--- src/common/ufm_pkg.sv ---
// Shared constants for the mode and event-flag command block.
// Assumes one 100 MHz clock and a byte-wide command port from the controller.
package ufm_pkg;

    // ************************************************
    // Command codes
    // ************************************************
    localparam logic [7:0] CMD_SET_MODE   = 8'hF3;  // One config byte follows
    localparam logic [7:0] CMD_READ_FLAGS = 8'hF4;  // Two flag bytes follow
    localparam logic [7:0] CMD_SEL_CLR_LO = 8'h40;  // Select and acknowledge, index 0
    localparam logic [7:0] CMD_SEL_CLR_HI = 8'h4B;  // Select and acknowledge, index 11
    localparam logic [7:0] CMD_HUB_STATUS = 8'hFE;  // Hub status read
    localparam logic [7:0] CMD_PORT_LO    = 8'hE0;  // Function 1 port status
    localparam logic [7:0] CMD_PORT_HI    = 8'hE2;  // Function 3 port status

    // ************************************************
    // Configuration byte layout and reset
    // ************************************************
    localparam int         CFG_WAKE_KICK  = 6;      // Clock kick on bus activity
    localparam int         CFG_TEXT_DESC  = 5;      // String descriptor
    localparam int         CFG_KEY_WAKE   = 4;      // Key press remote wake
    localparam int         CFG_KEEP_OSC   = 3;      // Clocks run in suspend
    localparam int         CFG_PULLDOWN   = 2;      // Downstream pull-downs
    localparam int         CFG_REFUSAL    = 0;      // Flag on NAK
    localparam logic [7:0] CFG_WRITE_MASK = 8'h7D;  // Reserved bits 7 and 1 dropped
    localparam logic [7:0] CFG_RESET      = 8'h01;  // Only NAK reporting on

    // ************************************************
    // Event flag layout and reset
    // ************************************************
    localparam int          NUM_EP         = 12;     // Endpoint flags 11:0
    localparam int          FLAG_FUNC_BASE = 12;     // Function change flags 14:12
    localparam int          FLAG_HUB       = 15;     // Hub change flag
    localparam logic [15:0] FLAGS_RESET    = 16'h0000;

    // ************************************************
    // Timing
    // ************************************************
    localparam int CLK_MHZ      = 100;                  // System clock rate
    localparam int WAKE_TIME_US = 2000;                 // Clock kick length, 2 ms
    localparam int WAKE_CYCLES  = WAKE_TIME_US * CLK_MHZ;

    // Command phase
    typedef enum logic [1:0] {
        PH_IDLE = 2'b00,
        PH_CFG  = 2'b01,
        PH_READ = 2'b10
    } ufm_phase_type;

endpackage

--- src/design/ufm_wake_timer.sv ---
// Fixed-length activity window started by a one-cycle pulse.
// Assumes the start pulse is synchronous to the system clock.
module ufm_wake_timer #(
    parameter int CYCLES = ufm_pkg::WAKE_CYCLES
) (
    // Clock and reset
    input  wire logic sys_clk_in,
    input  wire logic rst_n_in,
    // Control
    input  wire logic start_in,
    output logic      active_out
);

    // ************************************************
    // State
    // ************************************************
    typedef struct packed {
        logic [17:0] cnt;   // Cycles still to run
    } ufm_timer_type;

    ufm_timer_type st_r;    // Registered state
    ufm_timer_type st_nxt;  // Next state

    // Reload on start, otherwise count down to zero
    always_comb begin
        st_nxt = st_r;
        if (start_in) begin
            st_nxt.cnt = 18'(CYCLES);
        end else if (st_r.cnt != 18'h00000) begin
            st_nxt.cnt = st_r.cnt - 18'h00001;
        end
    end

    // Synchronous reset
    always_ff @(posedge sys_clk_in) begin
        if (!rst_n_in) begin
            st_r <= '0;
        end else begin
            st_r <= st_nxt;
        end
    end

    // Window open while counting
    assign active_out = (st_r.cnt != 18'h00000);

endmodule // ufm_wake_timer

--- src/design/ufm_mode_irq.sv ---
// Configuration byte and 16-bit event flag register behind the command port.
// Assumes the controller issues command and data strobes synchronous to sys_clk_in.
//
// Notes on behaviour
// - F3 takes exactly one following config byte
// - Bit 6: bus activity in suspend runs clock 2ms
// - Bit 5 enables the default string descriptor
// - Bit 4 lets function 1 keys wake host
// - Bit 3 keeps clocks running in suspend
// - Bit 2 connects downstream pull-downs
// - Bit 0 flags NAKs; otherwise successes only
// - F4 returns flags low byte then high
// - Hub endpoints never raise controller flags
// - Bits 11:0 are endpoint events, four per function
// - Bits 14:12 function changes, 15 hub change
// - Hub status read clears bit 15
// - Port status read clears its own bit
// - Select-acknowledge clears only its endpoint flag
// - Codes 40-4B, then one status byte read
// - NAK status bit: control endpoints, enabled only
module ufm_mode_irq #(
    parameter int WAKE_CYCLES = ufm_pkg::WAKE_CYCLES
) (
    // Clock and reset
    input  wire logic        sys_clk_in,
    input  wire logic        rst_n_in,
    // Command port from the controller
    input  wire logic        cmd_wr_in,
    input  wire logic [7:0]  cmd_code_in,
    input  wire logic        data_wr_in,
    input  wire logic [7:0]  data_in,
    input  wire logic        data_rd_in,
    output logic      [7:0]  rd_data_out,
    // Endpoint and status events
    input  wire logic [11:0] ep_ack_in,
    input  wire logic [11:0] ep_nak_in,
    input  wire logic [47:0] ep_buf_status_in,
    input  wire logic [2:0]  func_state_chg_in,
    input  wire logic        hub_state_chg_in,
    input  wire logic [7:0]  hub_status_in,
    input  wire logic [23:0] port_status_in,
    // Power and bus events
    input  wire logic        suspend_in,
    input  wire logic        bus_transition_in,
    input  wire logic        key_press_in,
    // Feature controls and interrupt
    output logic             text_descriptor_allow_out,
    output logic             downstream_pulldown_connect_out,
    output logic             internal_clock_run_out,
    output logic             key_host_wake_out,
    output logic             irq_out
);

    // ************************************************
    // State
    // ************************************************
    typedef struct packed {
        ufm_pkg::ufm_phase_type phase;     // Command phase
        logic [7:0]             cmd;       // Last command code
        logic                   byte_idx;  // Read byte within a command
        logic [7:0]             cfg;       // operating_configuration
        logic [15:0]            flags;     // event_source_flags
        logic [11:0]            refusal;   // refusal_sent_flag per endpoint
        logic [7:0]             rd_data;   // Read data register
        logic                   wake;      // Key wake request
    } ufm_state_type;

    ufm_state_type st_r;     // Registered state
    ufm_state_type st_nxt;   // Next state
    logic [11:0]   ep_set;   // Endpoint flag set terms
    logic [11:0]   ep_clr;   // Endpoint flag clear terms
    logic          kick;     // Start of clock kick
    logic          kick_on;  // Clock kick window open

    // ************************************************
    // Per-endpoint set and clear terms
    // ************************************************
    // Only function endpoints appear here; hub endpoints have no input at all
    genvar g;
    generate
        for (g = 0; g < ufm_pkg::NUM_EP; g++) begin : g_ep
            // Success always flags, NAK only when reporting is on
            assign ep_set[g] = ep_ack_in[g]
                             | (ep_nak_in[g] & st_r.cfg[ufm_pkg::CFG_REFUSAL]);
            // Acknowledge command clears its own endpoint only
            assign ep_clr[g] = cmd_wr_in
                             && (cmd_code_in == ufm_pkg::CMD_SEL_CLR_LO + 8'(g));
        end
    endgenerate

    // ************************************************
    // Command decode and flag update
    // ************************************************
    always_comb begin
        logic [15:0] set_v;
        logic [15:0] clr_v;
        logic [7:0]  st_b;
        logic [3:0]  idx;
        set_v  = 16'h0000;
        clr_v  = 16'h0000;
        st_b   = 8'h00;
        idx    = 4'h0;
        st_nxt = st_r;
        st_nxt.wake = 1'b0;
        // Event sources; hub endpoint traffic never reaches here
        set_v[11:0]  = ep_set;
        set_v[14:12] = func_state_chg_in;
        set_v[15]    = hub_state_chg_in;
        clr_v[11:0]  = ep_clr;
        // New command restarts byte sequencing
        if (cmd_wr_in) begin
            st_nxt.cmd      = cmd_code_in;
            st_nxt.byte_idx = 1'b0;
            if (cmd_code_in == ufm_pkg::CMD_SET_MODE) begin
                st_nxt.phase = ufm_pkg::PH_CFG;
            end else begin
                st_nxt.phase = ufm_pkg::PH_READ;
            end
        end else begin
            unique case (st_r.phase)
                // Exactly one byte is taken, later writes are ignored
                ufm_pkg::PH_CFG: begin
                    if (data_wr_in) begin
                        st_nxt.cfg   = data_in & ufm_pkg::CFG_WRITE_MASK;
                        st_nxt.phase = ufm_pkg::PH_IDLE;
                    end
                end
                // Read bytes for the last command
                ufm_pkg::PH_READ: begin
                    if (data_rd_in) begin
                        st_nxt.byte_idx = 1'b1;
                        if (st_r.cmd == ufm_pkg::CMD_READ_FLAGS) begin
                            // Low byte first, then high
                            st_nxt.rd_data = st_r.byte_idx ? st_r.flags[15:8]
                                                           : st_r.flags[7:0];
                        end else if (st_r.cmd >= ufm_pkg::CMD_SEL_CLR_LO
                                     && st_r.cmd <= ufm_pkg::CMD_SEL_CLR_HI) begin
                            idx  = st_r.cmd[3:0];
                            st_b = {3'h0, 1'b0, ep_buf_status_in[idx*4 +: 4]};
                            // NAK bit only for control endpoints, only when enabled
                            st_b[4] = st_r.refusal[idx] && (idx[1] == 1'b0)
                                    && st_r.cfg[ufm_pkg::CFG_REFUSAL];
                            st_nxt.rd_data = st_b;
                        end else if (st_r.cmd == ufm_pkg::CMD_HUB_STATUS) begin
                            st_nxt.rd_data = hub_status_in;
                            clr_v[ufm_pkg::FLAG_HUB] = 1'b1;
                        end else if (st_r.cmd >= ufm_pkg::CMD_PORT_LO
                                     && st_r.cmd <= ufm_pkg::CMD_PORT_HI) begin
                            idx = {2'h0, st_r.cmd[1:0]};
                            st_nxt.rd_data = port_status_in[idx*8 +: 8];
                            clr_v[ufm_pkg::FLAG_FUNC_BASE + 32'(idx)] = 1'b1;
                        end else begin
                            // Commands owned elsewhere read as zero here
                            st_nxt.rd_data = 8'h00;
                        end
                    end
                end
                default: begin
                    st_nxt.phase = ufm_pkg::PH_IDLE;
                end
            endcase
        end
        // A set in the same cycle as its clear wins
        st_nxt.flags = (st_r.flags & ~clr_v) | set_v;
        // NAK indication cleared by a successful handshake
        st_nxt.refusal = (st_r.refusal & ~ep_ack_in)
                       | (ep_nak_in & {12{st_r.cfg[ufm_pkg::CFG_REFUSAL]}});
        // Function 1 key press wakes the host only when allowed
        st_nxt.wake = suspend_in && key_press_in
                   && st_r.cfg[ufm_pkg::CFG_KEY_WAKE];
    end

    // Synchronous reset to documented defaults
    always_ff @(posedge sys_clk_in) begin
        if (!rst_n_in) begin
            st_r.phase    <= ufm_pkg::PH_IDLE;
            st_r.cmd      <= 8'h00;
            st_r.byte_idx <= 1'b0;
            st_r.cfg      <= ufm_pkg::CFG_RESET;
            st_r.flags    <= ufm_pkg::FLAGS_RESET;
            st_r.refusal  <= 12'h000;
            st_r.rd_data  <= 8'h00;
            st_r.wake     <= 1'b0;
        end else begin
            st_r <= st_nxt;
        end
    end

    // ************************************************
    // Suspend clock kick
    // ************************************************
    // Bus activity during suspend opens a fixed window without resume signalling
    assign kick = suspend_in && bus_transition_in
               && st_r.cfg[ufm_pkg::CFG_WAKE_KICK];

    ufm_wake_timer #(
        .CYCLES(WAKE_CYCLES)
    ) u_wake (
        .sys_clk_in (sys_clk_in),
        .rst_n_in   (rst_n_in),
        .start_in   (kick),
        .active_out (kick_on)
    );

    // ************************************************
    // Outputs
    // ************************************************
    assign rd_data_out                     = st_r.rd_data;
    assign text_descriptor_allow_out       = st_r.cfg[ufm_pkg::CFG_TEXT_DESC];
    assign downstream_pulldown_connect_out = st_r.cfg[ufm_pkg::CFG_PULLDOWN];
    // Clock, oscillator and PLL stop in suspend unless kept or kicked
    assign internal_clock_run_out = !suspend_in
                                  || st_r.cfg[ufm_pkg::CFG_KEEP_OSC]
                                  || kick_on;
    assign key_host_wake_out = st_r.wake;
    // Level interrupt, released once every flag is clear
    assign irq_out = |st_r.flags;

endmodule // ufm_mode_irq

--- config.mk ---
export PLATFORM = sky130hd
export DESIGN_NAME = ufm_mode_irq
export DESIGN_NICKNAME = d
export VERILOG_FILES = /design/src/common/ufm_pkg.sv /design/src/design/ufm_wake_timer.sv /design/src/design/ufm_mode_irq.sv
export SDC_FILE = /design/constraint.sdc
export NUM_CORES = 1
export LEC_CHECK = 0
export BUFFER_PORTS_ARGS = -buffer_cell sky130_fd_sc_hd__buf_2
export CORE_MARGIN = 3
export CORE_UTILIZATION = 30
export CTS_CLUSTER_DIAMETER = 40
export DETAILED_ROUTE_END_ITERATION = 10
export PLACE_DENSITY_LB_ADDON = 0.1
export SLEW_MARGIN = 10
export SYNTH_ARGS = -nofsm -noshare
export SYNTH_HDL_FRONTEND = slang
export SYNTH_SLANG_ARGS = --single-unit
--- constraint.sdc ---
create_clock -name sys_clk_in -period 2.75 [get_ports sys_clk_in]
set_clock_uncertainty 0.1 [all_clocks]
set_input_delay 0 -clock sys_clk_in [delete_from_list [all_inputs] [get_ports sys_clk_in]]
set_output_delay 0 -clock sys_clk_in [all_outputs]
set_load 0.03 [all_outputs]
==> summary.md <==
| Metric | Value |
|---|---|
| GRT overflow | `0` |
| Proportion of power drawn by combinational gates | `33.8%` |
| Vias in the first global route | `4156` |
| WHS | `0.01487 ns` |
| Worst path required time | `2.65 ns` |
| Cells after synthesis | `440` |
| Async SR Flop Fraction | `0%` |
| Number of DRC markers in iteration 0 | `232` |
| Sw Pwr | `0.001213 W` |
| Die Y | `120.6 um` |
| Largest family of logic cells by synthesized area | `simple AND/OR/NAND/NOR gates` |
| Place WS | `0.2238 ns` |
| Sequential share of the synthesized area | `36.05%` |
| Clock network power share | `31.9%` |
| Predominant post-synthesis flop cell | `dfxtp_1` |
| Setup crit start kind | `flip-flop` |
| Non-Filler Instances | `814` |
| CP Capture Type | `output port` |
| Post-synthesis simple-gate area fraction | `19.39%` |
| Die area | `14550 sq um` |
| Routability cong. | `0.8365` |
| CORE AREA | `12720 sq um` |
| FF-to-FF path depth | `6` |
| Worst vdd ir | `0.3288 mV` |
| Buffers on Ports | `142` |
| Post-synthesis xor/xnor area fraction | `2.666%` |
| Setup TNS Final | `0 ns` |
| Total power | `0.003787 W` |
| Area contributors post-synth | `dfxtp_1 36%, mux2i_1 8.1%, mux4_2 8.0%` |
| CTS tree | `yes` |
| IO Pins | `145` |
| WHS Endpoint | `st_r[51]$_SDFFE_PN0P_` |
| CTS Root Buffer Type | `clkbuf_16` |
| RSZ-0062 raised after global routing | `false` |
| Synth Warn # | `0` |
| Final WL | `13260 um` |
| FF+latch count, synth | `71` |
| Critical Path AT | `2.59 ns` |
| Clock Latency Late Sink | `0.34 ns` |
| Max FO, Critical Path | `7` |
| EDFF count, synth | `0` |
| Slew HR | `33.96%` |
| Net Sw Frac | `32.03%` |
| Power Density | `650.9 nW/um^2` |
| Drt drc | `0` |
| Cell Area, Synth | `3943 sq um` |
| Cells on Worst Hold Path | `3` |
| Unique cell type count in the Yosys netlist | `59` |
| Num rows | `41` |
| Fin worst setup slack | `0.05680 ns` |
| Die width | `120.6 um` |
| Hold Path Class | `in2reg` |
| Area grow syn2layout | `47.57%` |
| ANT nets after route | `0` |
| Reg clk slew, reported paths | `0.06 ns` |
| Via count | `4057` |
| Htree depth | `3` |
| Minimum clock period | `2.693 ns` |
| Max Cap Violations | `0` |
| R2r setup slk | `0.29 ns` |
| Sequential power share | `34.4%` |
| Max Slew Vio Count | `0` |
| Initial antenna violation count | `0` |
| Compound-Gate Fraction of Synth Area | `19.11%` |
| Maximum clock rate | `371.3 MHz` |
| Hold Startpoint | `cmd_wr_in` |
| Hold Fails Final Rpt | `0` |
| Diode count | `0` |
| Clock buffer depth | `2` |
| Status | `finished clean` |
| Net Count, Synth | `573` |
| Worst-margin pin slew | `0.9895 ns` |
| Drt first pass iters | `5` |
| Multiplexer share of the synthesized area | `16.98%` |
| CTS Sinks | `71` |
| Worst reg2reg path endpoint | `u_wake.st_r[11]$_SDFFE_PN0P_` |
| First-pass GRT wire length | `21100 um` |
| Wirelength per Cell | `16.29 um` |
| Initial Util | `30.99%` |
| Drt via density | `4.984` |
| Top cell type's share of synthesized area | `36.05%` |
| Leakage | `2.489 nW` |
| CP Class | `reg2out` |
| Placed insts | `730` |
| Final Cycle Share | `97.93%` |
| Endpoints failing setup | `0` |
| GRT Total Usage | `18.42%` |
| P_int | `0.002574 W` |
| Hpwl dp | `9824 um` |
| Cts bufs inserted | `9` |
| Post-synthesis average cell area | `8.960 sq um` |
| Layout cell share with drive strength beyond 1 | `31.46%` |
| Post-Synth Adder-Cell Area | `0.3174%` |
| Yosys top cell by area | `dfxtp_1` |
| Fin nets | `770` |
| Reg2Reg Launch Point | `u_wake.st_r[14]$_SDFFE_PP0P_` |
| Largest net degree at the start of global routing | `27` |
## critical path: stages, from the launching register on
cell and delay (ns):
dfxtp_1 0.32, or4_4 0.57, or4_4 0.55, or2_4 0.27, or3b_1 0.37, buf_4 0.17
## routing by layer
layer	vias to the layer above	global-route usage, %	part of all wire (%)
li1	2034	-	-
met1	1927	23.88	44
met4	0	6.586	1.1
met5	-	0	0
met3	12	2.853	3.3
met2	84	31.09	51
## cell usage after synthesis (2+ instances only)
cell / count
dfxtp_1: 71
a21oi_1: 49
nor2_1: 39
mux2i_1: 32
o21ai_0: 25
nand2_1: 22
clkbuf_1: 20
nand2b_1: 15
mux4_2: 14
nor3_1: 12
inv_1: 10
nand3_1: 9
buf_4: 8
nor4_1: 8
xor2_1: 8
or4_1: 6
a21o_1: 5
buf_1: 5
buf_2: 5
nand3b_1: 5
o2bb2ai_1: 5
a222oi_1: 4
o2111a_1: 4
o221ai_1: 4
xnor2_1: 4
a22o_1: 3
mux2_2: 3
nand4b_1: 3
nor4b_1: 3
a211o_1: 2
a211oi_1: 2
a221oi_1: 2
a31oi_1: 2
nor2b_1: 2
nor3b_1: 2
o211ai_1: 2
or3b_2: 2
or4b_2: 2
## what timing repair did
| action | in CTS | in global routing |
|---|---|---|
| pin swaps | 0 | 3 |
| resized for setup | 2 | 4 |
| setup endpoints to repair | 1 | 4 |
| hold buffers | 66 | 0 |
| buffers inserted | 0 | 2 |
| endpoints found under the hold margin | 52 | 0 |
## cell families after synthesis
logic type | Yosys count
buffers and inverters | 48
DFF | 71
xor gates and xnor gates | 12
and+or+nand+nor | 141
adders and majority gates | 1
AOI/OAI and AO/OA | 118
muxes | 49
## cells in the final DEF (no fill, tap or decap), types with 3 or more instances in the layout
cell type,instances
a21o_1,5
a21oi_1,49
a222oi_1,4
a22o_1,3
buf_2,141
buf_4,16
clkbuf_16,9
dfxtp_1,71
dlygate4sd3_1,66
inv_1,10
mux2_2,3
mux2i_1,32
mux4_2,14
nand2_1,22
nand2b_1,15
nand3_1,9
nand3b_1,5
nand4b_1,3
nor2_1,39
nor3_1,11
nor4_1,8
nor4b_1,3
o2111a_1,4
o21ai_0,25
o221ai_1,4
o2bb2ai_1,5
or4_1,4
xnor2_1,4
xor2_1,8
## cell type report
class                           count  area (sq um)
Inverter                           10         37.54
Timing Repair Buffer              224          1506
Tap cell                          172         215.2
Clock buffer                       11         252.7
Multi-Input combinational cell    321          2328
Fill cell                        1302          6904
Sequential cell                    71          1421
Clock inverter                      5         56.30
## flip-flops by register name (all words and copies together) (netlist names)
register and flops:
st_r 42, u_wake.st_r 18, rd_data_out 8, downstream_pulldown_connect_out 1, key_host_wake_out 1, text_descriptor_allow_out 1
## worst max path at each step
stage / slack [ns] / start / cells after the start / endpoint
after floorplan: 0.37 / u_wake.st_r[11]$_SDFFE_PN0P_ / 6 / internal_clock_run_out
after global placement: 0.24 / u_wake.st_r[11]$_SDFFE_PN0P_ / 5 / internal_clock_run_out
after detailed placement: 0.22 / u_wake.st_r[11]$_SDFFE_PN0P_ / 5 / internal_clock_run_out
after CTS: 0.03 / u_wake.st_r[11]$_SDFFE_PN0P_ / 5 / internal_clock_run_out
after global routing: 0.008 / u_wake.st_r[14]$_SDFFE_PP0P_ / 5 / internal_clock_run_out
final: 0.06 / u_wake.st_r[14]$_SDFFE_PP0P_ / 5 / internal_clock_run_out
## metrics by stage
| step | cell area (sq um) | util, % |
|---|---|---|
| 2_1_floorplan | 3943 | - |
| 3_3_place_gp | 4813 | 37.83 |
| 3_5_place_dp | 4813 | 37.83 |
| 4_1_cts | 5791 | 45.52 |
| 5_1_grt | 5818 | 45.73 |
| 6_report | 5818 | 45.73 |
## power by group through the flow
stage,Sequential [W],Combinational [W],Clock [W]
6_report,0.00130,0.00128,0.00121
5_1_grt,0.00132,0.00144,0.00129
4_1_cts,0.00130,0.00121,0.00124
3_5_place_dp,0.00132,0.00109,0
3_3_place_gp,0.00131,0.00107,0
2_1_floorplan,0.00127,0.000802,0
Note: power is estimated with default switching activity, not from simulation.
